--- config.mk ---
export PLATFORM = sky130hd
export DESIGN_NAME = rmv_top
export DESIGN_NICKNAME = d
export VERILOG_FILES = /design/src/verilog/rmv_prio_enc.v /design/src/verilog/rmv_top.v
export VERILOG_INCLUDE_DIRS = /design/src /design/src/verilog
export SDC_FILE = /design/constraint.sdc
export NUM_CORES = 1
export LEC_CHECK = 0
export ABC_AREA = 1
export BUFFER_PORTS_ARGS = -buffer_cell sky130_fd_sc_hd__buf_2
export CORE_UTILIZATION = 48
export DETAILED_ROUTE_END_ITERATION = 16
export PLACE_DENSITY_LB_ADDON = 0.25
export SLEW_MARGIN = 25
export SYNTH_ARGS = -nofsm -noshare
export SYNTH_HDL_FRONTEND = slang
export SYNTH_SLANG_ARGS = --single-unit
export TNS_END_PERCENT = 20
--- constraint.sdc ---
create_clock -name CLK_I -period 3.6 [get_ports CLK_I]
set_clock_uncertainty 0.15 [all_clocks]
set_input_delay 0 -clock CLK_I [delete_from_list [all_inputs] [get_ports CLK_I]]
set_output_delay 0 -clock CLK_I [all_outputs]
set_load 0.05 [all_outputs]
--- src/verilog/rmv_defines.vh ---
`ifndef RMV_DEFINES_VH
`define RMV_DEFINES_VH

// Mode encoding on the configuration pin and in the mode status bit.
`define RMV_MODE_NORMAL      1'b1
`define RMV_MODE_SPECIAL     1'b0

// Reset vectors.
`define RMV_VEC_RESET        16'hFFFE
`define RMV_VEC_CLKMON       16'hFFFC
`define RMV_VEC_WATCHDOG     16'hFFFA

// Interrupt vector offsets from the vector base.
`define RMV_OFS_UNIMPL       8'hF8
`define RMV_OFS_SWTRAP       8'hF6
`define RMV_OFS_NMI          8'hF4
`define RMV_OFS_SPURIOUS     8'h80
`define RMV_OFS_ACC_OVF      8'hDC
`define RMV_OFS_ACC_EDGE     8'hDA
`define RMV_OFS_WAKEUP       8'h88

// Last count of the wait for the mode synchroniser to fill after reset release.
`define RMV_BOOT_LAST        2'h3

// Reset value of the vector base upper byte.
`define RMV_BASE_RESET       8'hFF

// Watchdog rate field off value; zero disables the watchdog.
`define RMV_WDOG_OFF         3'h0

// Reset source codes.
`define RMV_RST_NONE         3'h0
`define RMV_RST_POWER        3'h1
`define RMV_RST_LOWV         3'h2
`define RMV_RST_PIN          3'h3
`define RMV_RST_ILLEGAL      3'h4
`define RMV_RST_CLKMON       3'h5
`define RMV_RST_WATCHDOG     3'h6

`endif

--- src/verilog/rmv_prio_enc.v ---
`timescale 1ns/100ps
`include "rmv_defines.vh"

// Fixed-priority encoder: bit N-1 has the highest priority.
module rmv_prio_enc #(
   parameter N  = 8,
   parameter IW = 3
) (
   // Request vector
   input  wire [N-1:0]  req_i,
   // Winning index and valid flag
   output reg  [IW-1:0] idx_o,
   output reg           any_o
);

   integer k;

   always @* begin
      idx_o = {IW{1'b0}};
      any_o = 1'b0;
      for (k = 0; k < N; k = k + 1) begin
         if (req_i[k]) begin
            idx_o = k[IW-1:0];
            any_o = 1'b1;
         end
      end
   end

endmodule

--- src/verilog/rmv_top.v ---
// Behaviour
// - Mode pin high selects normal single-chip, low selects special single-chip.
// - Mode pin level is captured into the mode bit once the synchroniser has filled after reset release.
// - Mode bit is readable; running writes permit only restricted mode changes.
// - Special mode: debug active, core runs ROM monitor, waits on background pin.
// - Normal mode: core fetches reset vector and runs from internal memory.
// - Power, low-voltage, pin and illegal-address resets use FFFE, unmaskable.
// - Clock monitor reset uses FFFC, possible only with oscillator enabled.
// - Watchdog reset uses FFFA, enabled by non-zero three-bit rate field.
// - Interrupt vector is vector base plus fixed per-source offset.
// - Pending requests granted in fixed order, trap F8 down to spurious 80.
// - Accumulator overflow uses DC, gated by enable and I, wakes wait only.
// - Accumulator edge uses DA, gated by enable and I, wakes wait only.
// - Periodic wake-up uses 88, gated by enable and I, wakes stop and wait.
// - Selected modules may freeze while background debug is active.
`timescale 1ns/100ps
`include "rmv_defines.vh"

module rmv_top #(
   parameter NSRC = 6,
   parameter IW   = 3
) (
   // Clock and reset
   input  wire        CLK_I,
   input  wire        RST_N_I,
   // Mode configuration pin and mode bit write port
   input  wire        MODE_CONFIG_INPUT_I,
   input  wire        MODE_WR_I,
   input  wire        MODE_WDATA_I,
   // Reset source reporting, one-cycle pulses from the reset logic
   input  wire        RST_POWER_I,
   input  wire        RST_LOWV_I,
   input  wire        RST_PIN_I,
   input  wire        RST_ILLEGAL_I,
   input  wire        RST_CLKMON_I,
   input  wire        RST_WATCHDOG_I,
   input  wire        OSC_ENABLE_BIT_I,
   input  wire [2:0]  WATCHDOG_RATE_FIELD_I,
   // Vector base register write port
   input  wire        BASE_WR_I,
   input  wire [7:0]  BASE_WDATA_I,
   // Condition-code masks from the core
   input  wire        I_MASK_I,
   input  wire        X_MASK_I,
   // Trap and request inputs
   input  wire        UNIMPL_TRAP_I,
   input  wire        SOFTWARE_TRAP_I,
   input  wire        NONMASKABLE_REQUEST_INPUT_I,
   input  wire        ACC_OVF_REQ_I,
   input  wire        ACCUM_OVERFLOW_INT_ENABLE_I,
   input  wire        ACC_EDGE_REQ_I,
   input  wire        ACCUM_EDGE_INT_ENABLE_I,
   input  wire        WAKEUP_REQ_I,
   input  wire        PERIODIC_WAKEUP_INT_ENABLE_I,
   // Low-power state of the core
   input  wire        IN_STOP_I,
   input  wire        IN_WAIT_I,
   // Freeze option and vector fetch handshake
   input  wire        FREEZE_EN_I,
   input  wire        VEC_ACK_I,
   input  wire        RST_FETCH_I,
   // Outputs
   output reg         MODE_BIT_O,
   output reg         DEBUG_ACTIVE_O,
   output reg         ROM_MONITOR_O,
   output reg         BACKGROUND_PIN_CMD_WAIT_O,
   output reg         INTERNAL_FETCH_O,
   output reg  [7:0]  BASE_O,
   output reg  [2:0]  RST_SRC_O,
   output reg  [15:0] RST_VEC_O,
   output wire        IRQ_PENDING_O,
   output reg  [15:0] INT_VEC_O,
   output reg         INT_VEC_VALID_O,
   output reg         WAKE_O,
   output wire        FREEZE_O
);

   // Mode pin synchroniser; the mode is captured once after reset release.
   reg        mode_s1;
   reg        mode_s2;
   reg        mode_s3;
   reg [1:0]  boot_cnt;
   reg        captured;

   always @(posedge CLK_I or negedge RST_N_I) begin
      if (!RST_N_I) begin
         mode_s1 <= 1'b0;
         mode_s2 <= 1'b0;
         mode_s3 <= 1'b0;
      end else begin
         mode_s1 <= MODE_CONFIG_INPUT_I;
         mode_s2 <= mode_s1;
         mode_s3 <= mode_s2;
      end
   end

   // Wait until the synchroniser has filled and its last two stages agree.
   always @(posedge CLK_I or negedge RST_N_I) begin
      if (!RST_N_I) begin
         boot_cnt   <= 2'h0;
         captured   <= 1'b0;
         MODE_BIT_O <= `RMV_MODE_SPECIAL;
      end else if (!captured) begin
         if (boot_cnt != `RMV_BOOT_LAST) begin
            boot_cnt <= boot_cnt + 2'h1;
         end else if (mode_s2 == mode_s3) begin
            MODE_BIT_O <= mode_s3;
            captured   <= 1'b1;
         end
      end else if (MODE_WR_I && MODE_BIT_O == `RMV_MODE_SPECIAL) begin
         // Only special to normal is allowed while running; normal is locked.
         MODE_BIT_O <= MODE_WDATA_I;
      end
   end

   // Mode-dependent core behaviour.
   always @(posedge CLK_I or negedge RST_N_I) begin
      if (!RST_N_I) begin
         DEBUG_ACTIVE_O   <= 1'b0;
         ROM_MONITOR_O    <= 1'b0;
         BACKGROUND_PIN_CMD_WAIT_O  <= 1'b0;
         INTERNAL_FETCH_O <= 1'b0;
      end else begin
         DEBUG_ACTIVE_O   <= captured && MODE_BIT_O == `RMV_MODE_SPECIAL;
         ROM_MONITOR_O    <= captured && MODE_BIT_O == `RMV_MODE_SPECIAL;
         BACKGROUND_PIN_CMD_WAIT_O  <= captured && MODE_BIT_O == `RMV_MODE_SPECIAL;
         INTERNAL_FETCH_O <= captured && MODE_BIT_O == `RMV_MODE_NORMAL;
      end
   end

   assign FREEZE_O = FREEZE_EN_I & DEBUG_ACTIVE_O;

   // Reset source recording; gated sources are dropped when their enable is off.
   wire clkmon_ok = RST_CLKMON_I & OSC_ENABLE_BIT_I;
   wire wdog_ok   = RST_WATCHDOG_I & (WATCHDOG_RATE_FIELD_I != `RMV_WDOG_OFF);

   always @(posedge CLK_I or negedge RST_N_I) begin
      if (!RST_N_I) begin
         RST_SRC_O <= `RMV_RST_NONE;
      end else if (RST_POWER_I) begin
         RST_SRC_O <= `RMV_RST_POWER;
      end else if (RST_LOWV_I) begin
         RST_SRC_O <= `RMV_RST_LOWV;
      end else if (RST_PIN_I) begin
         RST_SRC_O <= `RMV_RST_PIN;
      end else if (RST_ILLEGAL_I) begin
         RST_SRC_O <= `RMV_RST_ILLEGAL;
      end else if (clkmon_ok) begin
         RST_SRC_O <= `RMV_RST_CLKMON;
      end else if (wdog_ok) begin
         RST_SRC_O <= `RMV_RST_WATCHDOG;
      end
   end

   // Reset vector presented whenever the core fetches; unmaskable by design.
   always @(posedge CLK_I or negedge RST_N_I) begin
      if (!RST_N_I) begin
         RST_VEC_O <= `RMV_VEC_RESET;
      end else if (RST_FETCH_I) begin
         case (RST_SRC_O)
            `RMV_RST_CLKMON:   RST_VEC_O <= `RMV_VEC_CLKMON;
            `RMV_RST_WATCHDOG: RST_VEC_O <= `RMV_VEC_WATCHDOG;
            default:           RST_VEC_O <= `RMV_VEC_RESET;
         endcase
      end
   end

   // Vector base register.
   always @(posedge CLK_I or negedge RST_N_I) begin
      if (!RST_N_I) begin
         BASE_O <= `RMV_BASE_RESET;
      end else if (BASE_WR_I) begin
         BASE_O <= BASE_WDATA_I;
      end
   end

   // Request vector, lowest index lowest priority.
   wire [NSRC-1:0] req;
   assign req[5] = UNIMPL_TRAP_I;
   assign req[4] = SOFTWARE_TRAP_I;
   assign req[3] = NONMASKABLE_REQUEST_INPUT_I & ~X_MASK_I;
   assign req[2] = ACC_OVF_REQ_I & ACCUM_OVERFLOW_INT_ENABLE_I & ~I_MASK_I;
   assign req[1] = ACC_EDGE_REQ_I & ACCUM_EDGE_INT_ENABLE_I & ~I_MASK_I;
   assign req[0] = WAKEUP_REQ_I & PERIODIC_WAKEUP_INT_ENABLE_I & ~I_MASK_I;

   wire [IW-1:0] win;
   wire          any;

   rmv_prio_enc #(
      .N  (NSRC),
      .IW (IW)
   ) u_enc (
      .req_i (req),
      .idx_o (win),
      .any_o (any)
   );

   assign IRQ_PENDING_O = any;

   reg [7:0] ofs;
   always @* begin
      case (win)
         3'h5:    ofs = `RMV_OFS_UNIMPL;
         3'h4:    ofs = `RMV_OFS_SWTRAP;
         3'h3:    ofs = `RMV_OFS_NMI;
         3'h2:    ofs = `RMV_OFS_ACC_OVF;
         3'h1:    ofs = `RMV_OFS_ACC_EDGE;
         default: ofs = `RMV_OFS_WAKEUP;
      endcase
      if (!any) begin
         ofs = `RMV_OFS_SPURIOUS;
      end
   end

   // Vector answer one cycle after acknowledge.
   always @(posedge CLK_I or negedge RST_N_I) begin
      if (!RST_N_I) begin
         INT_VEC_O       <= 16'h0000;
         INT_VEC_VALID_O <= 1'b0;
      end else begin
         INT_VEC_VALID_O <= VEC_ACK_I;
         if (VEC_ACK_I) begin
            INT_VEC_O <= {BASE_O, ofs};
         end
      end
   end

   // Wake-up: only the periodic source and the nonmaskable input leave stop.
   wire wake_stop = req[0] | req[3];
   wire wake_wait = req[0] | req[1] | req[2] | req[3];

   always @(posedge CLK_I or negedge RST_N_I) begin
      if (!RST_N_I) begin
         WAKE_O <= 1'b0;
      end else begin
         WAKE_O <= (IN_STOP_I & wake_stop) | (IN_WAIT_I & wake_wait);
      end
   end

endmodule

# After elaboration in Yosys (flattened, before gate mapping)
# Cells that the tools add are included.
[word_totals]
input_bits = 40
output_inout_bits = 52
regBits = 54
wordCells = 82
[op_classes]
addsub = 1
muxes = 27
n_reduce_logical = 8
bitwise_logic = 21
n_eq_ne = 11
[ops]
columns = ["operator", "count"]
rows = [
  ["case mux 7 bit (5 select lines)", 1],
  ["two-way mux 3 bit", 8],
  ["two-way mux 1 bit", 14],
  ["AND 1 bit", 12],
  ["== test 3 bit, second input constant", 4],
  ["two-way mux 7 bit", 1],
  ["== test 3 x 2 -> 1 bit, second input constant", 2],
  ["case mux 3 bit (2 select lines)", 1],
  ["nonzero test 6 bit", 1],
  ["bitwise OR 1 bit", 5],
  ["two-way mux 2 bit", 2],
  ["!= test 2 bit, second input constant", 2],
  ["inverter 1 bit", 4],
  ["== test 3 x 1 -> 1 bit, second input constant", 1],
  ["logical AND 1 bit", 3],
  ["AND reduction 3 bit", 1],
  ["nonzero test 3 bit", 1],
  ["adder 2 x 1 -> 2 bit, second input constant", 1],
  ["!= test 2 x 1 -> 1 bit, second input constant", 1],
  ["AND reduction 2 bit", 1],
  ["nonzero test 2 bit", 1],
  ["== test 1 bit", 1],
]

# Longest topological paths before layout
[depth]
word_depth = 10
ltp_mapped = 7
ltp_nobuf = 7

# Modules after synthesis
# Synthesis repeated with hierarchy kept, for this count alone.
[unflattened]
cells_unflattened = 214
hier_area_um2 = 1795.5
[modules_own_cells]
columns = ["module", "cells_each", "area_per_inst_um2", "seq_area_each_um2", "instances"]
rows = [
  ["rmv_top", 201, 1741.7, 963.4, 1],
  ["rmv_prio_enc", 13, 53.8, 0.0, 1],
]

# Worst setup path before layout
# Ideal clock, no wire load.
[synth_timing]
kind = "register to register"
from = "reg boot_cnt[0]"
to = "reg boot_cnt[1]"
slack_ns = 2.300
t_arrival_ns = 1.025
n_path_buf = 0
t_required_ns = 3.325
setup_ns = 0.125
synth_period_minus_slack_ns = 1.300
stages_incl_launch_ff = 4
path_cell_list = "dfrtp_1 ha_1 nor2_2 mux2_4"
[synth_between]
elab_chain_len = 2
word_cells_on_any_way = 3
cone_classes = "add/sub (1); eq/ne (1); reduce/logical (1)"
[synth_rtl]
columns = ["item", "line", "text"]
rows = [
  ["start: declaration", "rmv_top.v:82", "reg [1:0] boot_cnt;"],
  ["start signal: assignment", "rmv_top.v:105", "boot_cnt <= boot_cnt + 2'h1;"],
  ["!= test 2 bit (no line)", "-", ""],
  ["AND reduction 2 bit (no line)", "-", ""],
]
# Several ways; a longest one is shown, not always the timed one.
# A chain may end at the register's enable or synchronous reset.

# Final worst setup path
[layout_timing]
from = "in RST_POWER_I"
to = "reg RST_SRC_O[1]"
[layout_between]
elab_chain_len = 1
word_cells_on_any_way = 2
cone_classes = "mux (1); reduce/logical (1)"
[layout_rtl]
columns = ["item", "line", "text"]
rows = [
  ["start: declaration", "rmv_top.v:31", "input wire RST_POWER_I,"],
  ["nonzero test 6 bit (no line) / two-way mux 3 bit (equally long branches)", "-", ""],
  ["end signal: assignment", "rmv_top.v:139", "RST_SRC_O <= `RMV_RST_NONE;"],
  ["end signal: assignment", "rmv_top.v:141", "RST_SRC_O <= `RMV_RST_POWER;"],
  ["end signal: assignment", "rmv_top.v:143", "RST_SRC_O <= `RMV_RST_LOWV;"],
  ["end: declaration", "rmv_top.v:69", "output reg [2:0] RST_SRC_O,"],
]
# Several ways; a longest one is shown, not always the timed one.

==> impl_metrics.xml <==
<?xml version="1.0" encoding="UTF-8"?>
<metrics>
  <group name="clock_tree">
    <metric name="clk_latency" unit="ns">0.29</metric>
    <metric name="tritoncts" unit="">yes</metric>
    <metric name="cts_htree_levels" unit="">2</metric>
    <metric name="cts_repair_resize_count" unit="">0</metric>
    <metric name="clock-sinks" unit="">38</metric>
    <metric name="cts_buffer_depth" unit="">2</metric>
    <metric name="path_clk_slew" unit="ns">0.07</metric>
    <metric name="root_buffer" unit="">sky130_fd_sc_hd__clkbuf_8</metric>
    <metric name="cts_made_buffers" unit="">5</metric>
  </group>
  <group name="status">
    <metric name="run_status" unit="">complete, no violations</metric>
  </group>
  <group name="placement">
    <metric name="hpwl" unit="µm">2240</metric>
    <metric name="port_buffers" unit="">76</metric>
    <metric name="dpl_cell_area" unit="µm²">2120</metric>
    <metric name="globalplace.congestion" unit="">0.749</metric>
  </group>
  <group name="timing">
    <metric name="fmaxAchievable" unit="MHz">358</metric>
    <metric name="setup_tns" unit="ns">0</metric>
    <metric name="maxSlewHeadroom" unit="">0.459</metric>
    <metric name="final_period_minus_worst_setup_slack" unit="ns">2.80</metric>
    <metric name="actual_slew_at_the_worst_max_slew_pin" unit="ns">0.812</metric>
    <metric name="finalCritPeriodShare" unit="">0.777</metric>
    <metric name="final_max_slew_viol_count" unit="">0</metric>
    <metric name="final-setup-viol-count" unit="">0</metric>
    <metric name="hold_viol" unit="">0</metric>
    <metric name="rsz_0062_raised_after_global_routing" unit="">false</metric>
  </group>
  <group name="worst_hold_path">
    <metric name="min_path_cells" unit="">7</metric>
    <metric name="hold_class" unit="">input port to register</metric>
    <metric name="worst_hold_startpoint" unit="">ACCUM_EDGE_INT_ENABLE_I</metric>
  </group>
  <group name="floorplanning">
    <metric name="starting_utilization_of_the_core_area" unit="">0.517</metric>
    <metric name="chip_width" unit="µm">63.1</metric>
    <metric name="die_y" unit="µm">63.1</metric>
    <metric name="core_area" unit="µm²">3470</metric>
    <metric name="floorplan.die_area" unit="µm²">3980</metric>
    <metric name="core.rowCount" unit="">21</metric>
    <metric name="io_pins" unit="">92</metric>
  </group>
  <group name="grt">
    <metric name="grt_usage" unit="">0.223</metric>
    <metric name="grt_pass1_vias" unit="">1638</metric>
    <metric name="wire_length_of_the_first_global_routing_pass" unit="µm">6710</metric>
    <metric name="antenna_violations_before_repair" unit="">0</metric>
    <metric name="grt_overflow_total" unit="">0</metric>
    <metric name="maximum_number_of_pins_on_one_net_before_global_route_repair" unit="">39</metric>
  </group>
  <group name="detailed_routing">
    <metric name="m1WireLength" unit="µm">1600</metric>
    <metric name="route.vias.total" unit="">1626</metric>
    <metric name="maxUsedRoutingLayer" unit="">met4</metric>
    <metric name="remaining_drc_errors" unit="">0</metric>
    <metric name="route.detailed.wl_per_inst" unit="µm">10.7</metric>
    <metric name="wl_met2" unit="µm">1980</metric>
    <metric name="met3_length" unit="µm">228</metric>
    <metric name="first_iter_violations" unit="">59</metric>
    <metric name="detail_route.wirelength" unit="µm">3930</metric>
    <metric name="first_pass_iters" unit="">4</metric>
    <metric name="vias_per_cell" unit="">4.43</metric>
    <metric name="postRouteAntennaNets" unit="">0</metric>
  </group>
  <group name="yosys">
    <metric name="synth_area_leaders" unit="">sky130_fd_sc_hd__dfrtp_1 39%, sky130_fd_sc_hd__dfstp_2 15%, sky130_fd_sc_hd__nand2_1 11%</metric>
    <metric name="synth_top_area_frac" unit="">0.391</metric>
    <metric name="post_synth_instance_area" unit="µm²">1790</metric>
    <metric name="synth_area_per_cell" unit="µm²">9.19</metric>
    <metric name="synthesis.yosys.warnings" unit="">0</metric>
    <metric name="synth_largest_area_cell" unit="">sky130_fd_sc_hd__dfrtp_1</metric>
    <metric name="sequential_share_of_the_synthesized_area" unit="">0.537</metric>
    <metric name="yosys_register_bits" unit="">38</metric>
    <metric name="yosysMostFrequentCell" unit="">sky130_fd_sc_hd__nand2_1</metric>
    <metric name="synthArstFlopShare" unit="">1.00</metric>
    <metric name="synth.lib_cells_used.distinct" unit="">31</metric>
    <metric name="number_of_enable_flip_flop_cells_after_synthesis" unit="">0</metric>
    <metric name="top_cells_by_instance_count_after_synthesis" unit="">53 x sky130_fd_sc_hd__nand2_1, 28 x sky130_fd_sc_hd__dfrtp_1, 18 x sky130_fd_sc_hd__buf_4, 18 x sky130_fd_sc_hd__inv_1</metric>
    <metric name="ys.flop_type" unit="">sky130_fd_sc_hd__dfrtp_1</metric>
    <metric name="synthCells" unit="">195</metric>
  </group>
  <group name="power_and_ir_drop">
    <metric name="comb_power_share" unit="">0.295</metric>
    <metric name="clkPwrFrac" unit="">0.258</metric>
    <metric name="p_sw_frac" unit="">0.350</metric>
    <metric name="irDropWorstVdd" unit="µV">258</metric>
    <metric name="seqPwrFrac" unit="">0.448</metric>
    <metric name="power_density" unit="nW/µm²">396</metric>
    <metric name="internal_power" unit="mW">0.696</metric>
    <metric name="power.leakage" unit="nW">1.39</metric>
    <metric name="netSwitchingPower" unit="mW">0.374</metric>
    <metric name="totalPowerFinal" unit="mW">1.07</metric>
  </group>
  <group name="finish">
    <metric name="final_net_count" unit="">361</metric>
    <metric name="antenna_cells_inserted" unit="">0</metric>
    <metric name="drive_gt1_frac" unit="">0.368</metric>
    <metric name="fillCellCount" unit="">246</metric>
    <metric name="area.growth.synth_to_final" unit="%">50.6</metric>
    <metric name="fin_area" unit="µm²">2700</metric>
  </group>
  <group name="worst_setup_path">
    <metric name="worst_setup_path_startpoint" unit="">RST_POWER_I</metric>
    <metric name="timing.setup.critical_path_class" unit="">input port to register</metric>
    <metric name="critical_path.startpoint_type" unit="">input port</metric>
    <metric name="critical_path_required" unit="ns">3.62</metric>
    <metric name="worst_r2r_path_depth" unit="">3</metric>
    <metric name="endpoint_kind" unit="">register</metric>
    <metric name="crit_path_arrival_time" unit="ns">2.82</metric>
    <metric name="crit_path_max_fanout" unit="">3</metric>
    <metric name="worst_r2r_startpoint" unit="">BASE_O[0]</metric>
  </group>
  <group name="run">
    <metric name="max_cap_viol_count" unit="">0</metric>
  </group>
</metrics>
==> final cells by class <==
cell class                 count  area [µm²]  share of cell area
sequential                    38         963               0.357
timing repair buffer         126         881               0.326
multi-input combinational    125         626               0.232
inverter                      24        90.1              0.0334
clock buffer                   6        72.6              0.0269
tap                           46        57.6              0.0213
clock inverter                 2        10.0             0.00371
==> critical path: stages <==
cell                            delay (ns)
sky130_fd_sc_hd__dlygate4sd3_1        0.54
sky130_fd_sc_hd__buf_2                0.14
sky130_fd_sc_hd__nor3_2               0.19
sky130_fd_sc_hd__dlygate4sd3_1        0.61
sky130_fd_sc_hd__nand3_1              0.11
sky130_fd_sc_hd__nand3b_1             0.09
sky130_fd_sc_hd__dlygate4sd3_1        0.55
sky130_fd_sc_hd__nand2_1              0.05
sky130_fd_sc_hd__dlygate4sd3_1        0.54
==> cell families after synthesis <==
| group | count (synthesis) | share of synthesized area |
|---|---|---|
| flops | 38 | 0.537 |
| other cells | 2 | 0.00419 |
| buf+inv | 45 | 0.141 |
| compound gates | 29 | 0.103 |
| simple gates | 78 | 0.194 |
| mux | 1 | 0.00837 |
| fa+ha+maj | 1 | 0.00698 |
| xor+xnor | 1 | 0.00489 |
==> power groups by stage <==
stage / sequential, mW / combinational (mW) / clock, mW
after global placement: 0.486 / 0.261 / 0
after detailed placement: 0.485 / 0.263 / 0
after global routing: 0.483 / 0.337 / 0.303
after CTS: 0.479 / 0.311 / 0.284
after floorplan: 0.587 / 0.106 / 0
final: 0.479 / 0.315 / 0.276
==> state kept, by name, indices dropped and copies added, names as in the netlist <==
name,count
INT_VEC_O,14
BASE_O,8
RST_SRC_O,3
RST_VEC_O,2
boot_cnt,2
BACKGROUND_PIN_CMD_WAIT_O,1
INTERNAL_FETCH_O,1
INT_VEC_VALID_O,1
MODE_BIT_O,1
WAKE_O,1
captured,1
mode_s1,1
mode_s2,1
mode_s3,1
==> per-layer routing <==
| layer | vias to the layer above | GRT usage |
|---|---|---|
| met5 | - | 0 |
| met4 | 0 | 0.113 |
| met2 | 53 | 0.387 |
| met3 | 13 | 0.0743 |
| li1 | 817 | - |
| met1 | 743 | 0.238 |
==> what timing repair did <==
item,CTS,global route
hold buffers,50,0
hold endpoints to repair,51,0
buffers inserted,0,0
==> path summary, 6_finish.rpt <==
kind                                 to  slack, ns
min in group asynchronous  RST_SRC_O[1]       0.20
max                        RST_SRC_O[1]       0.80
max in group asynchronous       mode_s2       2.60
max reg2reg                   BASE_O[0]       2.03
min                        INT_VEC_O[3]       0.06
min reg2reg                     mode_s2       0.21
==> metrics by stage <==
| stage | hold WS, ns | utilization | instances | worst slack (ns) |
|---|---|---|---|---|
| after global routing | 0.110 | 0.778 | 367 | 0.709 |
| after detailed placement | -0.0395 | 0.610 | 309 | 2.25 |
| final | 0.0586 | 0.778 | 367 | 0.803 |
| after global placement | -0.0407 | 0.610 | 309 | 2.28 |
| after CTS | 0.0544 | 0.778 | 367 | 0.919 |
| after floorplan | -0.446 | - | 208 | 2.30 |
==> placed cells by master (no fill, tap or decap), drive strengths merged, types with 2 or more instances in the layout <==
cell type / n
a21oi: 5
buf: 76
clkbuf: 6
clkinv: 3
conb: 15
dfrtp: 28
dfstp: 10
dlygate4sd3: 50
inv: 23
nand2: 54
nand3: 6
nor2: 13
o21ai: 21
o21bai: 2
or2: 2
No activity file was read; power rests on OpenSTA's default activity.
